<file path="config.mk">
export PLATFORM = sky130hd
export DESIGN_NAME = iaf_flags
export DESIGN_NICKNAME = d
export VERILOG_FILES = /design/src/verilog/iaf_pkg.sv /design/src/verilog/iaf_flags.sv /design/src/verilog/iaf_pin_sync.sv
export SDC_FILE = /design/constraint.sdc
export NUM_CORES = 1
export LEC_CHECK = 0
export ABC_CLOCK_PERIOD_IN_PS = 3500
export BUFFER_PORTS_ARGS = -buffer_cell sky130_fd_sc_hd__buf_2
export CAP_MARGIN = 20
export CORE_MARGIN = 1.5
export CORE_UTILIZATION = 30
export DETAILED_ROUTE_END_ITERATION = 12
export PLACE_DENSITY_LB_ADDON = 0.25
export SLEW_MARGIN = 10
export SYNTH_ARGS = -nofsm -noshare
export SYNTH_HDL_FRONTEND = slang
export SYNTH_SLANG_ARGS = --single-unit
</file>
<file path="constraint.sdc">
create_clock -name mclk -period 3.5 [get_ports mclk]
set_clock_uncertainty 0.2 [all_clocks]
set_input_delay 0.35 -clock mclk [delete_from_list [all_inputs] [get_ports mclk]]
set_output_delay 0.35 -clock mclk [all_outputs]
set_load 0.005 [all_outputs]
</file>
<file path="src/verilog/iaf_pkg.sv">
////////////////////////////////////////////////////////////////////////////////
// Purpose : Shared constants and types for the two-wire status flag block
// Assumes : Register port with 8-bit address and 8-bit data
// Notes   : Offsets are word indices on the plain register port
////////////////////////////////////////////////////////////////////////////////
package iaf_pkg;

  // Register port widths
  localparam int unsigned IAF_ADDR_W = 8;
  localparam int unsigned IAF_DATA_W = 8;

  // Register offsets
  localparam logic [7:0] IAF_OFS_STATUS = 8'h00;
  localparam logic [7:0] IAF_OFS_CTRL   = 8'h01;
  localparam logic [7:0] IAF_OFS_SADDR  = 8'h02;

  // Status register field positions
  localparam int unsigned IAF_ST_ADDR_MATCH_BIT = 1;
  localparam int unsigned IAF_ST_ARB_LOST_BIT   = 2;

  // Control register field positions
  localparam int unsigned IAF_CT_MASTER_BIT   = 0;
  localparam int unsigned IAF_CT_TRANSMIT_BIT = 1;
  localparam int unsigned IAF_CT_SYNC_FMT_BIT = 2;

  // Slave address register: own address in bits 7..1
  localparam int unsigned IAF_SA_ADDR_LSB = 1;
  localparam int unsigned IAF_SA_ADDR_W   = 7;

  // Values after reset
  localparam logic [7:0] IAF_CTRL_RST  = 8'h00;
  localparam logic [7:0] IAF_SADDR_RST = 8'h00;
  localparam logic       IAF_FLAG_RST  = 1'b0;

  // General call address in the first frame
  localparam logic [6:0] IAF_GEN_CALL_ADDR = 7'h00;

  // Address bits plus direction bit in the first frame
  localparam logic [3:0] IAF_FRAME_BITS = 4'h8;

  // Pin synchroniser depth
  localparam int unsigned IAF_SYNC_STAGES = 3;

  // First-frame tracker states, Gray coded along idle, address, done
  typedef enum logic [1:0]
  {
    IAF_FR_IDLE = 2'b00,
    IAF_FR_ADDR = 2'b01,
    IAF_FR_DONE = 2'b11
  } iaf_frame_type;

endpackage
</file>
<file path="src/verilog/iaf_flags.sv">
////////////////////////////////////////////////////////////////////////////////
// Purpose : Arbitration-lost/overrun flag and own-address match flag
// Assumes : Data shifting, clock generation and pin drive live elsewhere
// Notes   : Registers on a plain port; read data one cycle after strobe
//
// Summary of operation
// Master transmit: driven vs sampled data mismatch sets lost
// Master: start seen while driving high sets lost
// Sync format: last bit with rx full sets overrun
// Lost flag clears on read-one then write-zero
// Slave receive: own address match sets match flag
// Slave receive: general call also sets match flag
// Match flag is status bit 1, reset zero
// Lost/overrun flag is status bit 2, reset zero
// Writing one never sets either flag
////////////////////////////////////////////////////////////////////////////////
module iaf_flags
  import iaf_pkg::*;
(
  input  wire logic                  mclk,
  input  wire logic                  rst_n,
  // Register port
  input  wire logic [IAF_ADDR_W-1:0] reg_addr,
  input  wire logic [IAF_DATA_W-1:0] reg_wdata,
  input  wire logic                  reg_wr,
  input  wire logic                  reg_rd,
  output logic      [IAF_DATA_W-1:0] reg_rdata,
  // Bus pins, sampled only
  input  wire logic                  scl_in,
  input  wire logic                  sda_in,
  // Same-clock inputs from the shifter
  input  wire logic                  sda_drive_level,
  input  wire logic                  rx_full_flag,
  input  wire logic                  sync_last_bit,
  // Flag outputs
  output logic                       arb_lost_overrun_flag,
  output logic                       own_addr_match_flag
);

  ////////////////////////////////////////////////////////////////////////////
  // Declarations
  logic [IAF_DATA_W-1:0]    rdata_q;
  logic [IAF_DATA_W-1:0]    ctrl_q;
  logic [IAF_DATA_W-1:0]    saddr_q;
  logic                     lost_q;
  logic                     match_q;
  logic                     lost_armed_q;
  iaf_frame_type            frame_q;
  logic [3:0]               bit_cnt_q;
  logic [IAF_DATA_W-1:0]    shift_q;

  logic                     scl_level;
  logic                     scl_rise;
  logic                     sda_level;
  logic                     sda_fall;
  logic                     start_det;
  logic                     master_mode;
  logic                     transmit_mode;
  logic                     sync_format;
  logic [IAF_SA_ADDR_W-1:0] own_slave_addr_field;
  logic                     wr_status;
  logic                     rd_status;
  logic                     set_lost;
  logic                     clr_lost;
  logic                     frame_end;
  logic                     addr_hit;
  logic                     set_match;
  logic                     clr_match;

  ////////////////////////////////////////////////////////////////////////////
  // Pin synchronisers
  iaf_pin_sync #(
    .RST_LEVEL (1'b1)
  ) u_scl_sync (
    .mclk  (mclk),
    .rst_n (rst_n),
    .pin   (scl_in),
    .level (scl_level),
    .rise  (scl_rise),
    .fall  ()
  );

  iaf_pin_sync #(
    .RST_LEVEL (1'b1)
  ) u_sda_sync (
    .mclk  (mclk),
    .rst_n (rst_n),
    .pin   (sda_in),
    .level (sda_level),
    .rise  (),
    .fall  (sda_fall)
  );

  ////////////////////////////////////////////////////////////////////////////
  // Start condition: data falls while clock stays high
  assign start_det = sda_fall & scl_level;

  ////////////////////////////////////////////////////////////////////////////
  // Control and address fields
  assign master_mode          = ctrl_q[IAF_CT_MASTER_BIT];
  assign transmit_mode        = ctrl_q[IAF_CT_TRANSMIT_BIT];
  assign sync_format          = ctrl_q[IAF_CT_SYNC_FMT_BIT];
  assign own_slave_addr_field = saddr_q[IAF_SA_ADDR_LSB +: IAF_SA_ADDR_W];

  // Register access decode
  assign wr_status = reg_wr & (reg_addr == IAF_OFS_STATUS);
  assign rd_status = reg_rd & (reg_addr == IAF_OFS_STATUS);

  ////////////////////////////////////////////////////////////////////////////
  // Control register
  always_ff @(posedge mclk or negedge rst_n)
  begin
    if (!rst_n)
    begin
      ctrl_q <= IAF_CTRL_RST;
    end
    else if (reg_wr && (reg_addr == IAF_OFS_CTRL))
    begin
      ctrl_q <= reg_wdata;
    end
  end

  ////////////////////////////////////////////////////////////////////////////
  // Slave address register
  always_ff @(posedge mclk or negedge rst_n)
  begin
    if (!rst_n)
    begin
      saddr_q <= IAF_SADDR_RST;
    end
    else if (reg_wr && (reg_addr == IAF_OFS_SADDR))
    begin
      saddr_q <= reg_wdata;
    end
  end

  ////////////////////////////////////////////////////////////////////////////
  // Arbitration-lost and overrun setting conditions
  always_comb
  begin
    set_lost = 1'b0;
    if (master_mode && transmit_mode && !sync_format && scl_rise &&
        (sda_drive_level != sda_level))
    begin
      set_lost = 1'b1;
    end
    if (master_mode && !sync_format && start_det && sda_drive_level)
    begin
      set_lost = 1'b1;
    end
    if (sync_format && sync_last_bit && rx_full_flag)
    begin
      set_lost = 1'b1;
    end
  end

  ////////////////////////////////////////////////////////////////////////////
  // Clear only by a zero write after the flag was read as one
  assign clr_lost = wr_status & lost_armed_q &
                    ~reg_wdata[IAF_ST_ARB_LOST_BIT];

  // Arm on a read that sees the flag set; any status write disarms
  always_ff @(posedge mclk or negedge rst_n)
  begin
    if (!rst_n)
    begin
      lost_armed_q <= 1'b0;
    end
    else if (wr_status)
    begin
      lost_armed_q <= 1'b0;
    end
    else if (rd_status && lost_q)
    begin
      lost_armed_q <= 1'b1;
    end
  end

  ////////////////////////////////////////////////////////////////////////////
  // Arbitration-lost/overrun flag; a set beats a clear in the same cycle
  always_ff @(posedge mclk or negedge rst_n)
  begin
    if (!rst_n)
    begin
      lost_q <= IAF_FLAG_RST;
    end
    else if (set_lost)
    begin
      lost_q <= 1'b1;
    end
    else if (clr_lost)
    begin
      lost_q <= 1'b0;
    end
  end

  ////////////////////////////////////////////////////////////////////////////
  // First-frame tracker: counts eight clock rises after each start
  always_ff @(posedge mclk or negedge rst_n)
  begin
    if (!rst_n)
    begin
      frame_q   <= IAF_FR_IDLE;
      bit_cnt_q <= 4'h0;
      shift_q   <= 8'h00;
    end
    else if (start_det)
    begin
      frame_q   <= IAF_FR_ADDR;
      bit_cnt_q <= 4'h0;
      shift_q   <= 8'h00;
    end
    else
    begin
      case (frame_q)
        IAF_FR_IDLE:
        begin
          bit_cnt_q <= 4'h0;
        end
        IAF_FR_ADDR:
        begin
          if (scl_rise)
          begin
            shift_q   <= {shift_q[IAF_DATA_W-2:0], sda_level};
            bit_cnt_q <= bit_cnt_q + 4'h1;
            if (bit_cnt_q == (IAF_FRAME_BITS - 4'h1))
            begin
              frame_q <= IAF_FR_DONE;
            end
          end
        end
        IAF_FR_DONE:
        begin
          bit_cnt_q <= bit_cnt_q;
        end
        default:
        begin
          frame_q <= IAF_FR_IDLE;
        end
      endcase
    end
  end

  ////////////////////////////////////////////////////////////////////////////
  // Address check on the eighth rise; address is the first seven bits
  assign frame_end = (frame_q == IAF_FR_ADDR) & scl_rise & ~start_det &
                     (bit_cnt_q == (IAF_FRAME_BITS - 4'h1));

  always_comb
  begin
    addr_hit = 1'b0;
    if (shift_q[IAF_SA_ADDR_W-1:0] == own_slave_addr_field)
    begin
      addr_hit = 1'b1;
    end
    if (shift_q[IAF_SA_ADDR_W-1:0] == IAF_GEN_CALL_ADDR)
    begin
      addr_hit = 1'b1;
    end
  end

  // Slave receive mode: not master, not transmitting, two-wire format
  assign set_match = frame_end & addr_hit & ~master_mode &
                     ~transmit_mode & ~sync_format;

  // A zero written to bit 1 clears; a one leaves it alone
  assign clr_match = wr_status & ~reg_wdata[IAF_ST_ADDR_MATCH_BIT];

  ////////////////////////////////////////////////////////////////////////////
  // Own-address match flag; a set beats a clear in the same cycle
  always_ff @(posedge mclk or negedge rst_n)
  begin
    if (!rst_n)
    begin
      match_q <= IAF_FLAG_RST;
    end
    else if (set_match)
    begin
      match_q <= 1'b1;
    end
    else if (clr_match)
    begin
      match_q <= 1'b0;
    end
  end

  ////////////////////////////////////////////////////////////////////////////
  // Read data, valid only in the cycle after the read strobe
  always_ff @(posedge mclk or negedge rst_n)
  begin
    if (!rst_n)
    begin
      rdata_q <= 8'h00;
    end
    else
    begin
      rdata_q <= 8'h00;
      if (reg_rd)
      begin
        case (reg_addr)
          IAF_OFS_STATUS:
          begin
            rdata_q[IAF_ST_ARB_LOST_BIT]   <= lost_q;
            rdata_q[IAF_ST_ADDR_MATCH_BIT] <= match_q;
          end
          IAF_OFS_CTRL:
          begin
            rdata_q <= ctrl_q;
          end
          IAF_OFS_SADDR:
          begin
            rdata_q <= saddr_q;
          end
          default:
          begin
            rdata_q <= 8'h00;
          end
        endcase
      end
    end
  end

  ////////////////////////////////////////////////////////////////////////////
  // Outputs straight from flip-flops
  assign reg_rdata             = rdata_q;
  assign arb_lost_overrun_flag = lost_q;
  assign own_addr_match_flag   = match_q;

endmodule

</file>
<file path="src/verilog/iaf_pin_sync.sv">
////////////////////////////////////////////////////////////////////////////////
// Purpose : Three-stage synchroniser with agreement filter for one bus pin
// Assumes : Pin is asynchronous to mclk
// Notes   : Level changes only when stages two and three agree
////////////////////////////////////////////////////////////////////////////////
module iaf_pin_sync
  import iaf_pkg::*;
#(
  parameter logic RST_LEVEL = 1'b1
)
(
  input  wire logic mclk,
  input  wire logic rst_n,
  input  wire logic pin,
  output logic      level,
  output logic      rise,
  output logic      fall
);

  logic s1_q;
  logic s2_q;
  logic s3_q;
  logic level_q;
  logic rise_q;
  logic fall_q;

  ////////////////////////////////////////////////////////////////////////////
  // Synchroniser chain; first stage feeds only the second
  always_ff @(posedge mclk or negedge rst_n)
  begin
    if (!rst_n)
    begin
      s1_q <= RST_LEVEL;
      s2_q <= RST_LEVEL;
      s3_q <= RST_LEVEL;
    end
    else
    begin
      s1_q <= pin;
      s2_q <= s1_q;
      s3_q <= s2_q;
    end
  end

  ////////////////////////////////////////////////////////////////////////////
  // Filtered level and one-cycle edge pulses
  always_ff @(posedge mclk or negedge rst_n)
  begin
    if (!rst_n)
    begin
      level_q <= RST_LEVEL;
      rise_q  <= 1'b0;
      fall_q  <= 1'b0;
    end
    else
    begin
      rise_q <= 1'b0;
      fall_q <= 1'b0;
      if ((s2_q == s3_q) && (s3_q != level_q))
      begin
        level_q <= s3_q;
        rise_q  <= s3_q;
        fall_q  <= ~s3_q;
      end
    end
  end

  assign level = level_q;
  assign rise  = rise_q;
  assign fall  = fall_q;

endmodule

</file>
# Word-level counts from Yosys, hierarchy flattened
# Cells that the tools add are included.
[totals]
regBits = 50
in_bits = 25
output_inout_bits = 10
word_cells = 109
[classes]
n_mux = 27
eq_ne = 14
bitwise = 20
reduce_logical = 28
addsub = 1
[ops]
columns = ["operator", "count"]
rows = [
  ["two-way mux 7 bit", 3],
  ["logical AND 1 bit", 14],
  ["bitwise AND 1 bit", 13],
  ["two-way mux 1 bit", 13],
  ["one-hot mux 5 bit (2 select lines)", 1],
  ["nonzero test 2 bit", 5],
  ["== test 8 x 1 -> 1 bit, second input constant", 1],
  ["== test 8 x 2 -> 1 bit, second input constant", 1],
  ["logical NOT 8 bit", 1],
  ["two-way mux 4 bit", 2],
  ["two-way mux 8 bit", 1],
  ["one-hot mux 4 bit (2 select lines)", 1],
  ["== test 7 bit", 1],
  ["logical NOT 7 bit", 1],
  ["inverter 1 bit", 7],
  ["two-way mux 2 bit", 3],
  ["one-hot mux 2 bit (3 select lines)", 1],
  ["adder 4 x 1 -> 4 bit, second input constant", 1],
  ["== test 4 x 3 -> 1 bit, second input constant", 1],
  ["one-hot mux 2 bit (2 select lines)", 1],
  ["AND reduction 2 bit", 2],
  ["inequality test 1 bit", 3],
  ["inequality test 3 x 2 -> 1 bit, second input constant", 1],
  ["inequality test 3 bit, second input constant", 1],
  ["10 further kinds", 11],
]

# Depth between registers and ports, before layout
[depth]
depth_word = 9
mapped_depth = 6
depth_no_buf = 6

# Cells and area by module
# A second synthesis with hierarchy kept.
[hier_totals]
cells_unflattened = 189
hier_area_um2 = 2235.9
[by_module_without_submodules]
columns = ["module", "seq_area_each_um2", "area_per_inst_um2", "cells_per_inst", "instances"]
rows = [
  ["iaf_flags", 1001.0, 1868.0, 171, 1],
  ["iaf_pin_sync", 155.1, 183.9, 9, 2],
]

# Worst setup path after synthesis
# OpenSTA, ideal clock, no wires.
[synth_timing]
path_type = "input -> register"
startpoint = "in reg_addr[7]"
endpoint = "reg saddr_q[0]"
required_ns = 3.175
n_path_buf = 0
arrival_ns = 1.314
path_slack_ns = 1.861
path_stages = 4
setup_time_ns = 0.125
path_cell_list = "nor4_4 > and3_2 > nand2_4 > mux2_4"
[synth_via]
elab_chain_cells = 2
[synth_rtl]
columns = ["element", "line", "rtl"]
rows = [
  ["start, declared", "iaf_flags.sv:23", "input wire logic [IAF_ADDR_W-1:0] reg_addr,"],
  ["== test 8 x 2 -> 1 bit", "iaf_flags.sv:131", "else if (reg_wr && (reg_addr == IAF_OFS_SADDR))"],
  ["logical AND 1 bit", "iaf_flags.sv:131", ""],
  ["end signal, assigned", "iaf_flags.sv:133", "saddr_q <= reg_wdata;"],
  ["end, declared", "iaf_flags.sv:44", "logic [IAF_DATA_W-1:0] saddr_q;"],
]
# No other way between the ends.
# A chain may end at the register's enable or synchronous reset.

# Worst setup path after layout
[layout_timing]
startpoint = "reg frame_q[1]"
endpoint = "reg bit_cnt_q[3]"
[layout_via]
elab_chain_cells = 3
elab_cells_between_ends = 7
classes_between = "eq/ne (2); mux (2); reduce/logical (3)"
[layout_rtl]
columns = ["element", "line", "rtl"]
rows = [
  ["start, declared", "iaf_flags.sv:48", "iaf_frame_type frame_q;"],
  ["start signal, assigned", "iaf_flags.sv:203", "frame_q <= IAF_FR_IDLE;"],
  ["start signal, assigned", "iaf_flags.sv:209", "frame_q <= IAF_FR_ADDR;"],
  ["start signal, assigned", "iaf_flags.sv:228", "frame_q <= IAF_FR_DONE;"],
  ["== test 2 x 1 -> 1 bit or logical NOT 2 bit (tied branches)", "iaf_flags.sv:215", "case (frame_q)"],
  ["one-hot mux 4 bit (2 select lines) (tied with other cells)", "iaf_flags.sv:215", ""],
  ["two-way mux 4 bit or AND reduction 2 bit (tied branches)", "n/a", ""],
  ["end signal, assigned", "iaf_flags.sv:225", "bit_cnt_q <= bit_cnt_q + 4'h1;"],
  ["end signal, assigned", "iaf_flags.sv:234", "bit_cnt_q <= bit_cnt_q;"],
  ["end, declared", "iaf_flags.sv:49", "logic [3:0] bit_cnt_q;"],
]
# Parallel ways exist; a longest one is shown, timed or not.

==> results.ini <==
[outcome]
status=finished, final reports clean

[synthesis]
synth_warnings=0
syn_area_per_cell_um2=11.8
yosys.area.top_type=dfrtp_1
netlist_area_um2=2230
ys_async_sr_fraction_pct=100
synthFlopType=dfrtp_1
synth_xor_area_share_pct=3.15
synth_adder_area_share_pct=2.14
synth_seq_area_share_pct=56.7
syn_nets=217
synth_top_family_by_area=simple AND/OR/NAND/NOR gates
synthMuxAreaShare_pct=12.1
synth-edff-count=0
synthCells=189
ys_types=34
synth_top_area_share_pct=47.2
synth_compound_area_share_pct=9.11
synthTopCellsByArea=dfrtp_1 47%, mux2_4 11%, dfstp_2 9.4%
yosys.area_share.simple_pct=15.0
yosys_register_bits=50

[clock_tree]
worstSkewPairLatency_ns=0.30
postCtsSetupBuffers=0
post_cts_resized=0
numCtsBuffers=5
htreeDepth=2
root_buffer=clkbuf_8
hold_buffers=3
clockBufferDepth=2
cts_tree=done
cts_sinks=50
path_clk_slew_ns=0.09

[worst_hold_path]
min-delay-path-class=primary input to flop
whs_endpoint=saddr_q[5]$_DFFE_PN0P_
hp-start=reg_wdata[5]
hold_path_depth=2

[run]
max_cap_viol_count=0

[floorplanning]
core_area_um2=7210
die_y_um=89.1
rows=31
start_util_pct=30.9
die-area_um2=7950
die_w_um=89.1
ioPinCount=35

[critical_path]
cp_common_cell=inv_1
critical_path.startpoint=frame_q[1]$_DFFE_PN0P_
worst-path-buf-inv=2
cpLargestDelayFamily=adder cells
max_stage_delay_ns=0.48
r2r_cells=5
critPathSlowestCell=ha_1
rr_endpoint=bit_cnt_q[3]$_DFFE_PN0P_
crit_fanout=15
path_cells=inv_1 > ha_1 > inv_1 > or3_1 > a21oi_1
critPathKind=flop to flop
critPathLaunchType=flop
required_ns=3.52
arrival_ns=2.02
critPathCaptureType=flop
r2r-start=frame_q[1]$_DFFE_PN0P_
reg2reg_slack_ns=1.50

[power]
power_switching_uw=326
p_seq_share_pct=53.0
vdd_drop_max_mv=0.246
power_density_nw_per_um2=469
clkPwrFrac_pct=32.0
p_leak_nw=1.30
p_sw_share_pct=26.2
internal_power_uw=917
comb_power_share_pct=15.1
power_mw=1.24

[global_route]
antenna_found_initial=0
grt_max_degree=35
grt_pass1_vias=1445
grt_first_pass_wirelength_mm=7.25
grt_usage_pct=11.9
grt-ovfl-total=0

[drt]
vias=1521
drc=0
firstDrtPassIters=4
via_per_inst=4.64
wl_per_cell_um=12.9
final_antenna_net_count=0
drtIter0Drc=44
routed_wl_mm=4.22

[timing]
tns_ns=0
whs_ns=0.0960
setup_viol=0
final_hold_viol_count=0
worst_pin_slew_ns=0.767
rsz0062_at_grt=false
finalMaxSlewViolations=0
slew_headroom_pct=48.8
fmax_ghz=0.499
period_share_pct=57.2
min_period_ns=2.00

[place]
io_buffers=34
hpwlAfterDp_mm=3.05
gp_congestion=0.724

[final_layout]
diodes=0
drive_gt1_share_pct=30.1
fin_nets=256
area_growth_pct=19.1
fillerInstances=753
seq_area_um2=1260
multi_input_area_um2=925

## synth_stat cells, types with 2 or more instances
cell	n
a21oi_1	19
a22oi_1	6
buf_2	2
clkbuf_1	4
dfrtp_1	42
dfstp_2	8
ha_1	3
inv_1	4
mux2_4	16
mux2i_1	3
nand2_1	15
nand2_4	2
nand2b_1	2
nand3_1	11
nand4_1	2
nor2_1	17
nor2b_1	2
nor4_1	3
o21ai_0	6
xor2_1	8
## per-stage QoR
| step | util, % | worst slack, ns | cell area, µm² | std cells |
|---|---|---|---|---|
| after floorplan | - | 1.86 | 2230 | 189 |
| after global placement | 34.6 | 1.55 | 2490 | 316 |
| after detailed placement | 34.9 | 1.53 | 2510 | 317 |
| after CTS | 36.7 | 1.52 | 2650 | 328 |
| after global routing | 36.7 | 1.20 | 2650 | 328 |
| final | 36.7 | 1.50 | 2650 | 328 |
## worst max-delay path by stage
stage,end,cells past startpoint
6_report,bit_cnt_q[3]$_DFFE_PN0P_,5
2_1_floorplan,saddr_q[0]$_DFFE_PN0P_,4
4_1_cts,bit_cnt_q[3]$_DFFE_PN0P_,5
5_1_grt,own_addr_match_flag$_DFFE_PN0P_,6
3_3_place_gp,bit_cnt_q[3]$_DFFE_PN0P_,5
3_5_place_dp,saddr_q[2]$_DFFE_PN0P_,4
## power groups by stage
stage,sequential (mW),combinational (mW),clock [mW]
floorplan,0.657,0.128,0
global placement,0.668,0.181,0
detailed placement,0.669,0.186,0
CTS,0.658,0.189,0.413
global route,0.666,0.217,0.431
finish,0.658,0.187,0.397
## registers in the layout, summed over array words and instances (netlist names), 2 cells and up
name / flops
saddr_q: 8
bit_cnt_q: 4
ctrl_q: 8
shift_q: 7
reg_rdata: 8
frame_q: 2
## layout by cell type, fill, tap and decap left out, types with 4 or more instances in the layout
master and instances:
inv_1 4, a21oi_1 19, mux2_4 16, buf_2 34, o21ai_0 6, nand3_1 11
xor2_1 8, a22oi_1 6, clkbuf_8 5, dfstp_2 8, nor2_1 17, dfrtp_1 42
nand2_1 15
## cells by family after synthesis
group           after synthesis
buf+inv                      10
xor+xnor                      8
mux                          19
flops                        50
simple gates                 63
fa+ha+maj                     4
compound gates               35
## routing by layer
| layer | vias up | GRT usage [%] | routed length (µm) |
|---|---|---|---|
| met4 | 0 | 3.36 | 37 |
| li1 | 742 | - | - |
| met1 | 741 | 16.4 | 2040 |
| met5 | - | 0 | 0 |
| met2 | 33 | 18.5 | 1950 |
| met3 | 5 | 2.95 | 194 |
## final cells by class
| cell class | count | share of cell area, % |
|---|---|---|
| inverters | 4 | 0.566 |
| flip-flops and latches | 50 | 47.6 |
| clock buffers | 7 | 2.88 |
| well taps | 99 | 4.67 |
| clock inverters | 1 | 1.13 |
| repair buffers | 38 | 8.31 |
| multi-input cells | 129 | 34.9 |
Power figures use the tool's default switching activity.
